--- src/iosc_pkg.sv ---
// Constants for the I/O and SCL timing register slice.
// Assumes byte-wide register access at printed offsets.
package iosc_pkg;
    // Register offsets
    localparam logic [7:0] ADDR_SCL_LOW    = 8'h0b;
    localparam logic [7:0] ADDR_RESERVED   = 8'h0c;
    localparam logic [7:0] ADDR_IO_VOLTAGE_CONTROL     = 8'h0d;
    localparam logic [7:0] ADDR_PIN_LEVELS = 8'h0e;
    localparam logic [7:0] ADDR_GPIO_IN    = 8'h0f;
    // Reset values
    localparam logic [7:0] RST_SCL_LOW     = 8'h7a;
    localparam logic [7:0] RST_RESERVED    = 8'h00;
    localparam logic [7:0] RST_IO_VOLTAGE_CONTROL      = 8'h09;
    localparam logic [3:0] RST_PIN_HIGH    = 4'h0;
    localparam logic [3:0] RST_GPIO_IN_HI  = 4'h7;
    localparam logic [3:0] RST_GPIO_IN_LO  = 4'hf;
    // Field positions in the I/O control register
    localparam int BIT_SEL     = 7;
    localparam int BIT_OV      = 6;
    localparam int MODE_HI     = 5;
    localparam int MODE_LO     = 4;
    // Supply mode encodings
    localparam logic [1:0] MODE_1P8 = 2'h0;
    localparam logic [1:0] MODE_3P3 = 2'h3;
    // Fixed extra oscillator periods in each SCL low phase
    localparam logic [8:0] SCL_EXTRA = 9'h004;
    // Oscillator timing: nominal period and our clock rate
    localparam int OSC_PERIOD_NS = 40;
    localparam int CLK_PERIOD_NS = 5;
    localparam int OSC_DIV = OSC_PERIOD_NS / CLK_PERIOD_NS;
endpackage

--- src/iosc_regs.sv ---
// Register slice: SCL low time, I/O supply control, GPIO levels.
// Assumes a byte register port from the serial control bus logic,
// single-cycle write strobe and registered read data.
//
// Functional notes
// - SCL low field, reset 0x7a, sets master SCL low width.
// - As slave over control channel, hold SDA valid low-time first.
// - Low duration is count plus four oscillator periods of 40 ns.
// - Voltage select: 0 is 1.8 V, 1 is 3.3 V; reads detected level.
// - Override clear uses detected level; set uses written values.
// - Supply mode 00 is 1.8 V, 11 is 3.3 V; reads detected level.
// - Read-only nibble gives the four GPIO pin levels.
`timescale 1ns/1ps
module iosc_regs (
    // Clock and reset
    input  wire logic       clk,
    input  wire logic       srst,
    // Register port
    input  wire logic [7:0] regAddr,
    input  wire logic       regWrite,
    input  wire logic       regRead,
    input  wire logic [7:0] regWdata,
    output logic [7:0]      regRdata,
    // Device status inputs
    input  wire logic       detected3p3,
    input  wire logic [3:0] gpioPins,
    // SCL low phase requests
    input  wire logic       masterLowStart,
    input  wire logic       slaveLowStart,
    // Timing outputs
    output logic            sclLowDone,
    output logic            slaveSclRelease,
    output logic [7:0]      sclLowCount,
    // Supply controls
    output logic            ioVoltageSelect,
    output logic [1:0]      ioSupplyMode,
    output logic [3:0]      gpioInputEnable
);
    logic [7:0] sclLow;
    logic [7:0] next_sclLow;
    logic [7:0] rsvdByte;
    logic [7:0] next_rsvdByte;
    logic [7:0] ioCtl;
    logic [7:0] next_ioCtl;
    logic [3:0] pinRsvd;
    logic [3:0] next_pinRsvd;
    logic [7:0] gpioIn;
    logic [7:0] next_gpioIn;
    logic [7:0] next_regRdata;
    logic       next_ioVoltageSelect;
    logic [1:0] next_ioSupplyMode;
    logic [2:0] oscCount;
    logic [2:0] next_oscCount;
    logic       oscTick;
    logic       timerDone;
    logic       slaveActive;
    logic       next_slaveActive;
    logic       next_sclLowDone;
    logic       next_slaveSclRelease;
    logic [1:0] detectedMode;

    assign detectedMode = detected3p3 ? iosc_pkg::MODE_3P3
                                      : iosc_pkg::MODE_1P8;

    // Register writes, decoded by address
    always_comb begin
        next_sclLow   = sclLow;
        next_rsvdByte = rsvdByte;
        next_ioCtl    = ioCtl;
        next_pinRsvd  = pinRsvd;
        next_gpioIn   = gpioIn;
        if (regWrite) begin
            if (regAddr == iosc_pkg::ADDR_SCL_LOW) begin
                next_sclLow = regWdata;
            end else if (regAddr == iosc_pkg::ADDR_RESERVED) begin
                next_rsvdByte = regWdata;
            end else if (regAddr == iosc_pkg::ADDR_IO_VOLTAGE_CONTROL) begin
                next_ioCtl = regWdata;
            end else if (regAddr == iosc_pkg::ADDR_PIN_LEVELS) begin
                next_pinRsvd = regWdata[7:4]; // Low nibble is read-only
            end else if (regAddr == iosc_pkg::ADDR_GPIO_IN) begin
                next_gpioIn = regWdata;
            end
        end
    end

    // Effective supply controls follow detection unless overridden
    always_comb begin
        if (ioCtl[iosc_pkg::BIT_OV]) begin
            next_ioVoltageSelect = ioCtl[iosc_pkg::BIT_SEL];
            next_ioSupplyMode    = ioCtl[iosc_pkg::MODE_HI:
                                         iosc_pkg::MODE_LO];
        end else begin
            next_ioVoltageSelect = detected3p3;
            next_ioSupplyMode    = detectedMode;
        end
    end

    // Read mux; fields under detection show the live level
    always_comb begin
        next_regRdata = regRdata;
        if (regRead) begin
            if (regAddr == iosc_pkg::ADDR_SCL_LOW) begin
                next_regRdata = sclLow;
            end else if (regAddr == iosc_pkg::ADDR_RESERVED) begin
                next_regRdata = rsvdByte;
            end else if (regAddr == iosc_pkg::ADDR_IO_VOLTAGE_CONTROL) begin
                next_regRdata = ioCtl;
                if (!ioCtl[iosc_pkg::BIT_OV]) begin
                    next_regRdata[iosc_pkg::BIT_SEL] = detected3p3;
                    next_regRdata[iosc_pkg::MODE_HI:iosc_pkg::MODE_LO] =
                        detectedMode;
                end
            end else if (regAddr == iosc_pkg::ADDR_PIN_LEVELS) begin
                next_regRdata = {pinRsvd, gpioPins};
            end else if (regAddr == iosc_pkg::ADDR_GPIO_IN) begin
                next_regRdata = gpioIn;
            end else begin
                next_regRdata = 8'h00; // Unmapped reads as zero
            end
        end
    end

    // Oscillator-period tick from the 200 MHz clock
    always_comb begin
        oscTick       = (oscCount == 3'(iosc_pkg::OSC_DIV - 1));
        next_oscCount = oscTick ? 3'h0 : oscCount + 3'h1;
    end

    // Slave phase tracks which kind of low phase is running
    always_comb begin
        next_slaveActive     = slaveActive;
        next_sclLowDone      = 1'b0;
        next_slaveSclRelease = 1'b0;
        if (masterLowStart || slaveLowStart) begin
            next_slaveActive = slaveLowStart;
        end else if (timerDone) begin
            next_slaveActive     = 1'b0;
            next_sclLowDone      = !slaveActive;
            next_slaveSclRelease = slaveActive;
        end
    end

    iosc_low_timer u_timer (
        .clk      (clk),
        .srst     (srst),
        .start    (masterLowStart || slaveLowStart),
        .tick     (oscTick),
        .lowCount (sclLow),
        .busy     (),
        .done     (timerDone)
    );

    // State registers
    always_ff @(posedge clk) begin
        if (srst) begin
            sclLow          <= iosc_pkg::RST_SCL_LOW;
            rsvdByte        <= iosc_pkg::RST_RESERVED;
            ioCtl           <= iosc_pkg::RST_IO_VOLTAGE_CONTROL;
            pinRsvd         <= iosc_pkg::RST_PIN_HIGH;
            gpioIn          <= {iosc_pkg::RST_GPIO_IN_HI,
                                iosc_pkg::RST_GPIO_IN_LO};
            regRdata        <= 8'h00;
            ioVoltageSelect <= 1'b0;
            ioSupplyMode    <= iosc_pkg::MODE_1P8;
            oscCount        <= 3'h0;
            slaveActive     <= 1'b0;
            sclLowDone      <= 1'b0;
            slaveSclRelease <= 1'b0;
            sclLowCount     <= iosc_pkg::RST_SCL_LOW;
            gpioInputEnable <= iosc_pkg::RST_GPIO_IN_LO;
        end else begin
            sclLow          <= next_sclLow;
            rsvdByte        <= next_rsvdByte;
            ioCtl           <= next_ioCtl;
            pinRsvd         <= next_pinRsvd;
            gpioIn          <= next_gpioIn;
            regRdata        <= next_regRdata;
            ioVoltageSelect <= next_ioVoltageSelect;
            ioSupplyMode    <= next_ioSupplyMode;
            oscCount        <= next_oscCount;
            slaveActive     <= next_slaveActive;
            sclLowDone      <= next_sclLowDone;
            slaveSclRelease <= next_slaveSclRelease;
            sclLowCount     <= next_sclLow;
            gpioInputEnable <= next_gpioIn[3:0];
        end
    end
endmodule // iosc_regs

--- src/iosc_low_timer.sv ---
// Counts one SCL low phase: programmed count plus extra periods.
// Assumes a single clock; tick marks one oscillator period.
`timescale 1ns/1ps
module iosc_low_timer (
    // Clock and reset
    input  wire logic       clk,
    input  wire logic       srst,
    // Control
    input  wire logic       start,
    input  wire logic       tick,
    input  wire logic [7:0] lowCount,
    // Status
    output logic            busy,
    output logic            done
);
    logic [8:0] remain;
    logic [8:0] next_remain;
    logic       next_busy;
    logic       next_done;

    // Load on start, count down per oscillator tick
    always_comb begin
        next_remain = remain;
        next_busy   = busy;
        next_done   = 1'b0;
        if (start) begin
            next_remain = {1'b0, lowCount} + iosc_pkg::SCL_EXTRA;
            next_busy   = 1'b1;
        end else if (busy && tick) begin
            if (remain <= 9'h001) begin
                next_busy = 1'b0;
                next_done = 1'b1;
            end
            next_remain = remain - 9'h001;
        end
    end

    always_ff @(posedge clk) begin
        if (srst) begin
            remain <= 9'h000;
            busy   <= 1'b0;
            done   <= 1'b0;
        end else begin
            remain <= next_remain;
            busy   <= next_busy;
            done   <= next_done;
        end
    end
endmodule // iosc_low_timer

--- config.mk ---
export PLATFORM = sky130hd
export DESIGN_NAME = iosc_regs
export DESIGN_NICKNAME = d
export VERILOG_FILES = /design/src/iosc_pkg.sv /design/src/iosc_regs.sv /design/src/iosc_low_timer.sv
export SDC_FILE = /design/constraint.sdc
export NUM_CORES = 1
export LEC_CHECK = 0
export BUFFER_PORTS_ARGS = -buffer_cell sky130_fd_sc_hd__buf_4
export CAP_MARGIN = 20
export CELL_PAD_IN_SITES_DETAIL_PLACEMENT = 1
export CELL_PAD_IN_SITES_GLOBAL_PLACEMENT = 1
export CORE_UTILIZATION = 38
export DETAILED_ROUTE_END_ITERATION = 7
export PLACE_DENSITY = 0.83
export SYNTH_ARGS = -nofsm -noshare
export SYNTH_HDL_FRONTEND = slang
export SYNTH_SLANG_ARGS = --single-unit
--- constraint.sdc ---
create_clock -name clk -period 2.1 [get_ports clk]
set_input_delay 0.315 -clock clk [delete_from_list [all_inputs] [get_ports clk]]
set_output_delay 0.315 -clock clk [all_outputs]
set_load 0.02 [all_outputs]
==> results of run 1 <==
metal layers:
layer / vias to the layer above / part of all wire / global-route usage
met5: - / 0 / 0
met4: 0 / 0.015 / 0.0847
met3: 11 / 0.029 / 0.0286
met2: 51 / 0.49 / 0.337
met1: 1242 / 0.47 / 0.259
li1: 1250 / - / -
tightest hold or removal path: stages:
cell,delay (ps)
buf_4,90
a21oi_1,30
nor2_1,60
final cells by class:
| class | instances | area, sq um |
|---|---|---|
| Fill cell | 872 | 3780 |
| Multi-Input combinational cell | 234 | 1540 |
| Sequential cell | 64 | 1280 |
| Timing Repair Buffer | 60 | 450 |
| Clock buffer | 13 | 149 |
| Tap cell | 99 | 124 |
| Clock inverter | 3 | 65.1 |
| Inverter | 4 | 15.0 |
registers in the layout, indices dropped and copies added (netlist names):
signal	cells
gpioIn	8
ioCtl	8
ioSupplyMode	2
ioVoltageSelect	1
oscCount	3
pinRsvd	4
regRdata	8
rsvdByte	8
sclLow	8
sclLowDone	1
slaveActive	1
slaveSclRelease	1
u_timer.busy	1
u_timer.done	1
u_timer.remain	9
through the flow:
step                utilization  cell area [sq um]  worst slack [ps]  total power [W]
floorplan                     -               2990               120          0.00140
global placement          0.461               3410              77.2          0.00149
detailed placement        0.461               3410              15.2          0.00150
CTS                       0.490               3630               241          0.00265
global route              0.490               3630               113          0.00272
finish                    0.490               3630               248          0.00263
how the worst min path moves through the flow:
stage | to | slack (ps) | cells after the start
after CTS | slaveActive | 200 | 3
after floorplan | oscCount[0] | 400 | 1
after detailed placement | oscCount[0] | 430 | 1
final | slaveActive | 200 | 3
after global placement | oscCount[0] | 410 | 1
after global routing | slaveActive | 210 | 3
power breakdown:
group | leakage [nW] | total, W | internal, W | switching [W]
logic | 0.864 | 0.000214 | 0.0000923 | 0.000122
clock network | 0.108 | 0.00116 | 0.000701 | 0.000458
registers | 0.521 | 0.00125 | 0.00124 | 0.0000168
total | 1.49 | 0.00263 | 0.00203 | 0.000597
cell families after synthesis:
family | Yosys count | synth area share
compound gates | 53 | 0.115
simple gates | 134 | 0.230
mux | 32 | 0.120
flops | 64 | 0.429
xor+xnor | 10 | 0.0293
fa+ha+maj | 5 | 0.0210
buf+inv | 33 | 0.0557
synth_stat cells (3+ instances only):
| library cell | number | area [sq um] |
|---|---|---|
| buf_1 | 3 | 11.3 |
| ha_1 | 5 | 62.6 |
| o21ai_0 | 10 | 50.1 |
| nand3b_1 | 6 | 45.0 |
| mux4_2 | 3 | 67.6 |
| clkbuf_1 | 15 | 56.3 |
| nand3_1 | 15 | 75.1 |
| a21oi_1 | 17 | 85.1 |
| dfxtp_1 | 64 | 1280 |
| xor2_1 | 5 | 43.8 |
| buf_6 | 3 | 33.8 |
| nor3_1 | 7 | 35.0 |
| nand2b_1 | 6 | 37.5 |
| buf_2 | 4 | 20.0 |
| nor2_1 | 49 | 184 |
| nor3_2 | 3 | 30.0 |
| buf_4 | 4 | 30.0 |
| mux2i_1 | 28 | 280 |
| nand2_1 | 22 | 82.6 |
| xnor2_1 | 5 | 43.8 |
| o32a_1 | 3 | 30.0 |
| nor3b_1 | 3 | 22.5 |
| a31oi_1 | 3 | 18.8 |
| inv_1 | 4 | 15.0 |
| nor2b_1 | 7 | 43.8 |
| a211oi_1 | 8 | 60.1 |
| a22oi_1 | 3 | 22.5 |
==> key figures, run 1 <==
Outcome
  – Status: complete, no violations

Global route
  – Vias in the first global route: 2643
  – Initial antenna violation count: 0
  – Pin count of the biggest net entering global routing: 37
  – Global-route wire length before repair: 13.1 mm
  – Grt ovf: 0
  – Total track usage: 0.202

Timing
  – Final setup fails: 0
  – Max-slew violations: 0
  – Fmax: 540 MHz
  – Least-Margin Pin Slew: 481 ps
  – Relative slew margins: 0.677
  – Period utilization: 0.882
  – Post-route minimum period: 1850 ps
  – Hold Fails Final Rpt: 0
  – Clock Skew: 10.5 ps
  – Final TNS setup: 0 ps
  – RSZ-0062 raised after global routing: false
  – Hold_ws: 202 ps

Logic synthesis
  – Syn Inst Count: 331
  – Post-Syn Nets: 363
  – Synth Cell Area: 2990 sq um
  – Seq cells post-synth: 64
  – Synth Warn #: 0
  – Unique masters post-synth: 46
  – Post-synth EDFFs: 0
  – Post-synthesis sequential area ratio: 0.429
  – Syn Area/Cell: 9.02 sq um
  – Ys flop type: dfxtp_1
  – Asr flop ratio synth: 0

Route
  – Vias/cell: 5.35
  – TritonRoute pass-1 iters: 4
  – DR WL/cell: 16.2 um
  – Initial DRC Count: 77
  – DRC: 0
  – Post-route ant nets: 0
  – Vias: 2554
  – Total routed wirelength: 7.73 mm

Setup path
  – Crit path launch type: flop
  – Worst reg2reg path endpoint: u_timer.remain[5]
  – Worst path arrival time: 2100 ps
  – Critical Path End: u_timer.remain[5]
  – Type of element capturing the critical path: flop
  – Setup crit start: oscCount[0]
  – Worst path max stage delay: 340 ps
  – R2R cell count: 7
  – CP top delay family: adder cells
  – WP buf/inv: 1
  – CP max stage cell: dfxtp_1
  – CP required: 2350 ps
  – Cell mode on critical path: ha_1
  – CP max FO: 8
  – Crit Path Category: reg2reg
  – Worst reg-to-reg setup slack: 250 ps
  – Reg-to-reg startpoint: oscCount[0]
  – Levels on crit path: 7
  – Crit-path cells: ha_1 > ha_1 > nor4bb_1 > buf_4 > nand3b_1 > xor2_1 > a211oi_1

Clocking
  – CTS resizes: 0
  – CTS root buffer: clkbuf_8
  – CTS tree: built
  – Setup bufs post-CTS: 0
  – Clk sinks: 64
  – Hold-fix buffers, CTS: 0
  – CTS Buf Count: 9
  – H-tree levels: 3
  – Clk_lat worst skew: 340 ps
  – CTS max path bufs: 2
  – Worst-path clk slew: 70 ps

Layout
  – Commonest non-fill, non-tap cell in the layout: dfxtp_1
  – Final non-filler cell total: 477
  – Diodes inserted: 0
  – Nets@finish: 405
  – Commonest cells after routing, fill and taps aside: 64 x dfxtp_1, 60 x buf_4, 49 x nor2_1, 28 x mux2i_1, 22 x nand2_1
  – Layout cells sized above 1: 0.225
  – Layout area overhead: 21.5%

Placed design
  – Routability cong.: 0.790
  – Port buffer count: 51
  – Post-DP HPWL: 5.55 mm
  – Placed insts: 461

Floorplanning
  – IO Pins: 52
  – Row count: 31
  – Initial Util: 0.403
  – Die area: 8210 sq um
  – Core Box Area: 7410 sq um
  – Die width: 90.6 um
  – Die height: 90.6 um

Worst hold path
  – Hold_sp: slaveLowStart
  – Hold crit path type: in2reg

Power
  – Leak Pwr: 1.49 nW
  – Pwr/cell area: 724 nW/um^2
  – Peak supply drop: 340 uV

Flow run
  – Max-cap violations: 0
(Power assumes the default switching activity.)
==> inputs of run 2 (changes only) <==
Settings changed: BUFFER_PORTS_ARGS -buffer_cell sky130_fd_sc_hd__buf_4 to -buffer_cell sky130_fd_sc_hd__buf_2, PLACE_DENSITY 0.83 to default, PLACE_DENSITY_LB_ADDON from default to 0.08.
==> run 2 against run 1 <==
Sequential power about the same; hold slack improved by 17 ps; combinational power decreased by 6%; largest cell class unchanged; critical endpoint is now gpioIn[2].
==> key figures, run 2 (synthesis gave the netlist of run 1 again) <==
Setup path
  – CP max FO: 15 (was 8)
  – Type of element capturing the critical path: flop (unchanged)
  – R2R cell count: 7 (unchanged)
  – CP top delay family: simple AND/OR/NAND/NOR gates (was adder cells)
  – Cell mode on critical path: or4_4 (was ha_1)
  – Crit-path cells: buf_2 > or4_4 > or4_4 > nor3_1 > a21oi_1 (was ha_1 > ha_1 > nor4bb_1 > buf_4 > nand3b_1 > xor2_1 > a211oi_1)
  – WP buf/inv: 1 (unchanged)
  – Worst reg-to-reg setup slack: 430 ps (was 250 ps)
  – Crit path launch type: primary input (was flop)
  – Worst reg2reg path endpoint: u_timer.remain[5] (unchanged)
  – CP required: 2330 ps (was 2350 ps)
  – CP max stage cell: or4_4 (was dfxtp_1)
  – Reg-to-reg startpoint: oscCount[0] (unchanged)
  – Worst path max stage delay: 660 ps (was 340 ps)
  – Crit Path Category: in2reg (was reg2reg)
  – Worst path arrival time: 1940 ps (was 2100 ps)

Timing
  – Max-slew violations: 0 (unchanged)
  – Relative slew margins: 0.717 (was 0.677)
  – RSZ-0062 raised after global routing: false (unchanged)
  – Final setup fails: 0 (unchanged)
  – Post-route minimum period: 1710 ps (was 1850 ps)
  – Fmax: 585 MHz (was 540 MHz)
  – Hold Fails Final Rpt: 0 (unchanged)
  – Least-Margin Pin Slew: 420 ps (was 481 ps)
  – Post-route setup slack: 390 ps (was 248 ps)
  – Period utilization: 0.814 (was 0.882)
  – Final TNS setup: 0 ps (unchanged)
  – Clock Skew: 7.35 ps (was 10.5 ps)

Power
  – Pwr Total: 0.00242 W (was 0.00263 W)
  – Pwr/cell area: 693 nW/um^2 (was 724 nW/um^2)
  – Peak supply drop: 309 uV (was 340 uV)
  – Leak Pwr: 1.45 nW (was 1.49 nW)

Route
  – DRC: 0 (unchanged)
  – TritonRoute pass-1 iters: 4 (unchanged)
  – Vias/cell: 5.33 (was 5.35)
  – Vias: 2551 (was 2554)
  – Initial DRC Count: 85 (was 77)
  – DR WL/cell: 16.2 um (about the same)
  – Post-route ant nets: 0 (unchanged)
  – Total routed wirelength: 7.75 mm (was 7.73 mm)

Clocking
  – CTS Buf Count: 9 (unchanged)
  – Hold-fix buffers, CTS: 0 (unchanged)
  – Clk sinks: 64 (unchanged)
  – CTS root buffer: clkbuf_8 (unchanged)
  – Worst-path clk slew: 70 ps (about the same)
  – H-tree levels: 3 (unchanged)
  – Setup bufs post-CTS: 0 (unchanged)
  – Clk_lat worst skew: 340 ps (about the same)
  – CTS resizes: 0 (unchanged)
  – CTS max path bufs: 2 (unchanged)
  – CTS tree: built (unchanged)

Layout
  – Layout cells sized above 1: 0.234 (was 0.225)
  – Max reg flops: 9 (unchanged)
  – Diodes inserted: 0 (unchanged)
  – Nets@finish: 408 (was 405)
  – Register with the most flip-flops: u_timer.remain (unchanged)
  – Commonest cells after routing, fill and taps aside: 64 x dfxtp_1, 51 x buf_2, 49 x nor2_1, 28 x mux2i_1, 22 x nand2_1 (was 64 x dfxtp_1, 60 x buf_4, 49 x nor2_1, 28 x mux2i_1, 22 x nand2_1)
  – Commonest non-fill, non-tap cell in the layout: dfxtp_1 (unchanged)
  – Core Util, Final: 0.472 (was 0.490)
  – Layout area overhead: 17.1% (was 21.5%)
  – Cell area after layout: 3490 sq um (was 3630 sq um)

Global route
  – Vias in the first global route: 2565 (was 2643)
  – Global-route wire length before repair: 12.9 mm (was 13.1 mm)
  – Total track usage: 0.201 (was 0.202)
  – Pin count of the biggest net entering global routing: 70 (was 37)
  – Initial antenna violation count: 0 (unchanged)
  – Grt ovf: 0 (unchanged)

Floorplanning
  – Core Box Area: 7410 sq um (unchanged)
  – Die width: 90.6 um (unchanged)
  – Row count: 31 (unchanged)
  – Initial Util: 0.403 (unchanged)
  – Die area: 8210 sq um (unchanged)
  – Die height: 90.6 um (unchanged)
  – IO Pins: 52 (unchanged)

Placed design
  – Port buffer count: 51 (unchanged)
  – Placed cell areas: 3320 sq um (was 3410 sq um)
  – Post-DP HPWL: 5.46 mm (was 5.55 mm)
  – Setup WS pre-CTS: 47.5 ps (was 15.2 ps)
  – Routability cong.: 0.735 (was 0.790)

Worst hold path
  – Hold path depth: 3 (unchanged)
  – Hold_sp: slaveLowStart (unchanged)
  – Hold crit path type: in2reg (unchanged)
  – Worst Hold Endpoint: slaveActive (unchanged)

Outcome
  – Status: complete, no violations (unchanged)

Flow run
  – Max-cap violations: 0 (unchanged)
==> run 2: layout make-up <==
| cell class | instances | area, sq um |
|---|---|---|
| well taps | 99 | 124 |
| multi-input cells | 234 | 1540 |
| repair buffers | 63 | 358 |
| flip-flops and latches | 64 | 1280 |
| fillers | 901 | 3910 |
| clock buffers | 12 | 155 |
| clock inverters | 3 | 17.5 |
| inverters | 4 | 15.0 |
==> run 2: where the power goes <==
part / switching [W] / internal (W) / leakage [nW]
Clock: 0.000482 / 0.000483 / 0.0882
Sequential: 0.0000166 / 0.00124 / 0.521
Combinational: 0.000122 / 0.0000800 / 0.845
==> run 2: how the worst max path moves through the flow <==
stage	slack, ps	to	cells after the start	start
2_1_floorplan	120	gpioIn[4]	7	regAddr[5]
3_3_place_gp	80	gpioIn[7]	5	regAddr[5]
3_5_place_dp	50	gpioIn[3]	5	regAddr[5]
4_1_cts	400	u_timer.remain[5]	7	oscCount[0]
5_1_grt	270	u_timer.remain[4]	7	oscCount[0]
6_report	390	gpioIn[2]	5	regAddr[5]
==> run 2: through the flow <==
| step | hold WS [ps] | std cells |
|---|---|---|
| 2_1_floorplan | 398 | 331 |
| 3_3_place_gp | 410 | 464 |
| 4_1_cts | 213 | 479 |
| 3_5_place_dp | 418 | 464 |
| 5_1_grt | 243 | 479 |
| 6_report | 219 | 479 |
==> run 2: layer usage <==
metal	share of wire	vias to the layer above	track usage	routed length (um)
li1	-	1254	-	-
met2	0.45	53	0.316	3510
met4	0.019	0	0.0860	144
met5	0	-	0	0
met1	0.49	1232	0.267	3810
met3	0.036	12	0.0370	281
==> run 2: worst reg2reg max path, cell delays in order (launching register included) <==
cell and delay, ps:
dfxtp_1 340, ha_1 150, ha_1 170, nor4bb_1 250, buf_4 200, nand3b_1 90, xor2_1 150, a211oi_1 230
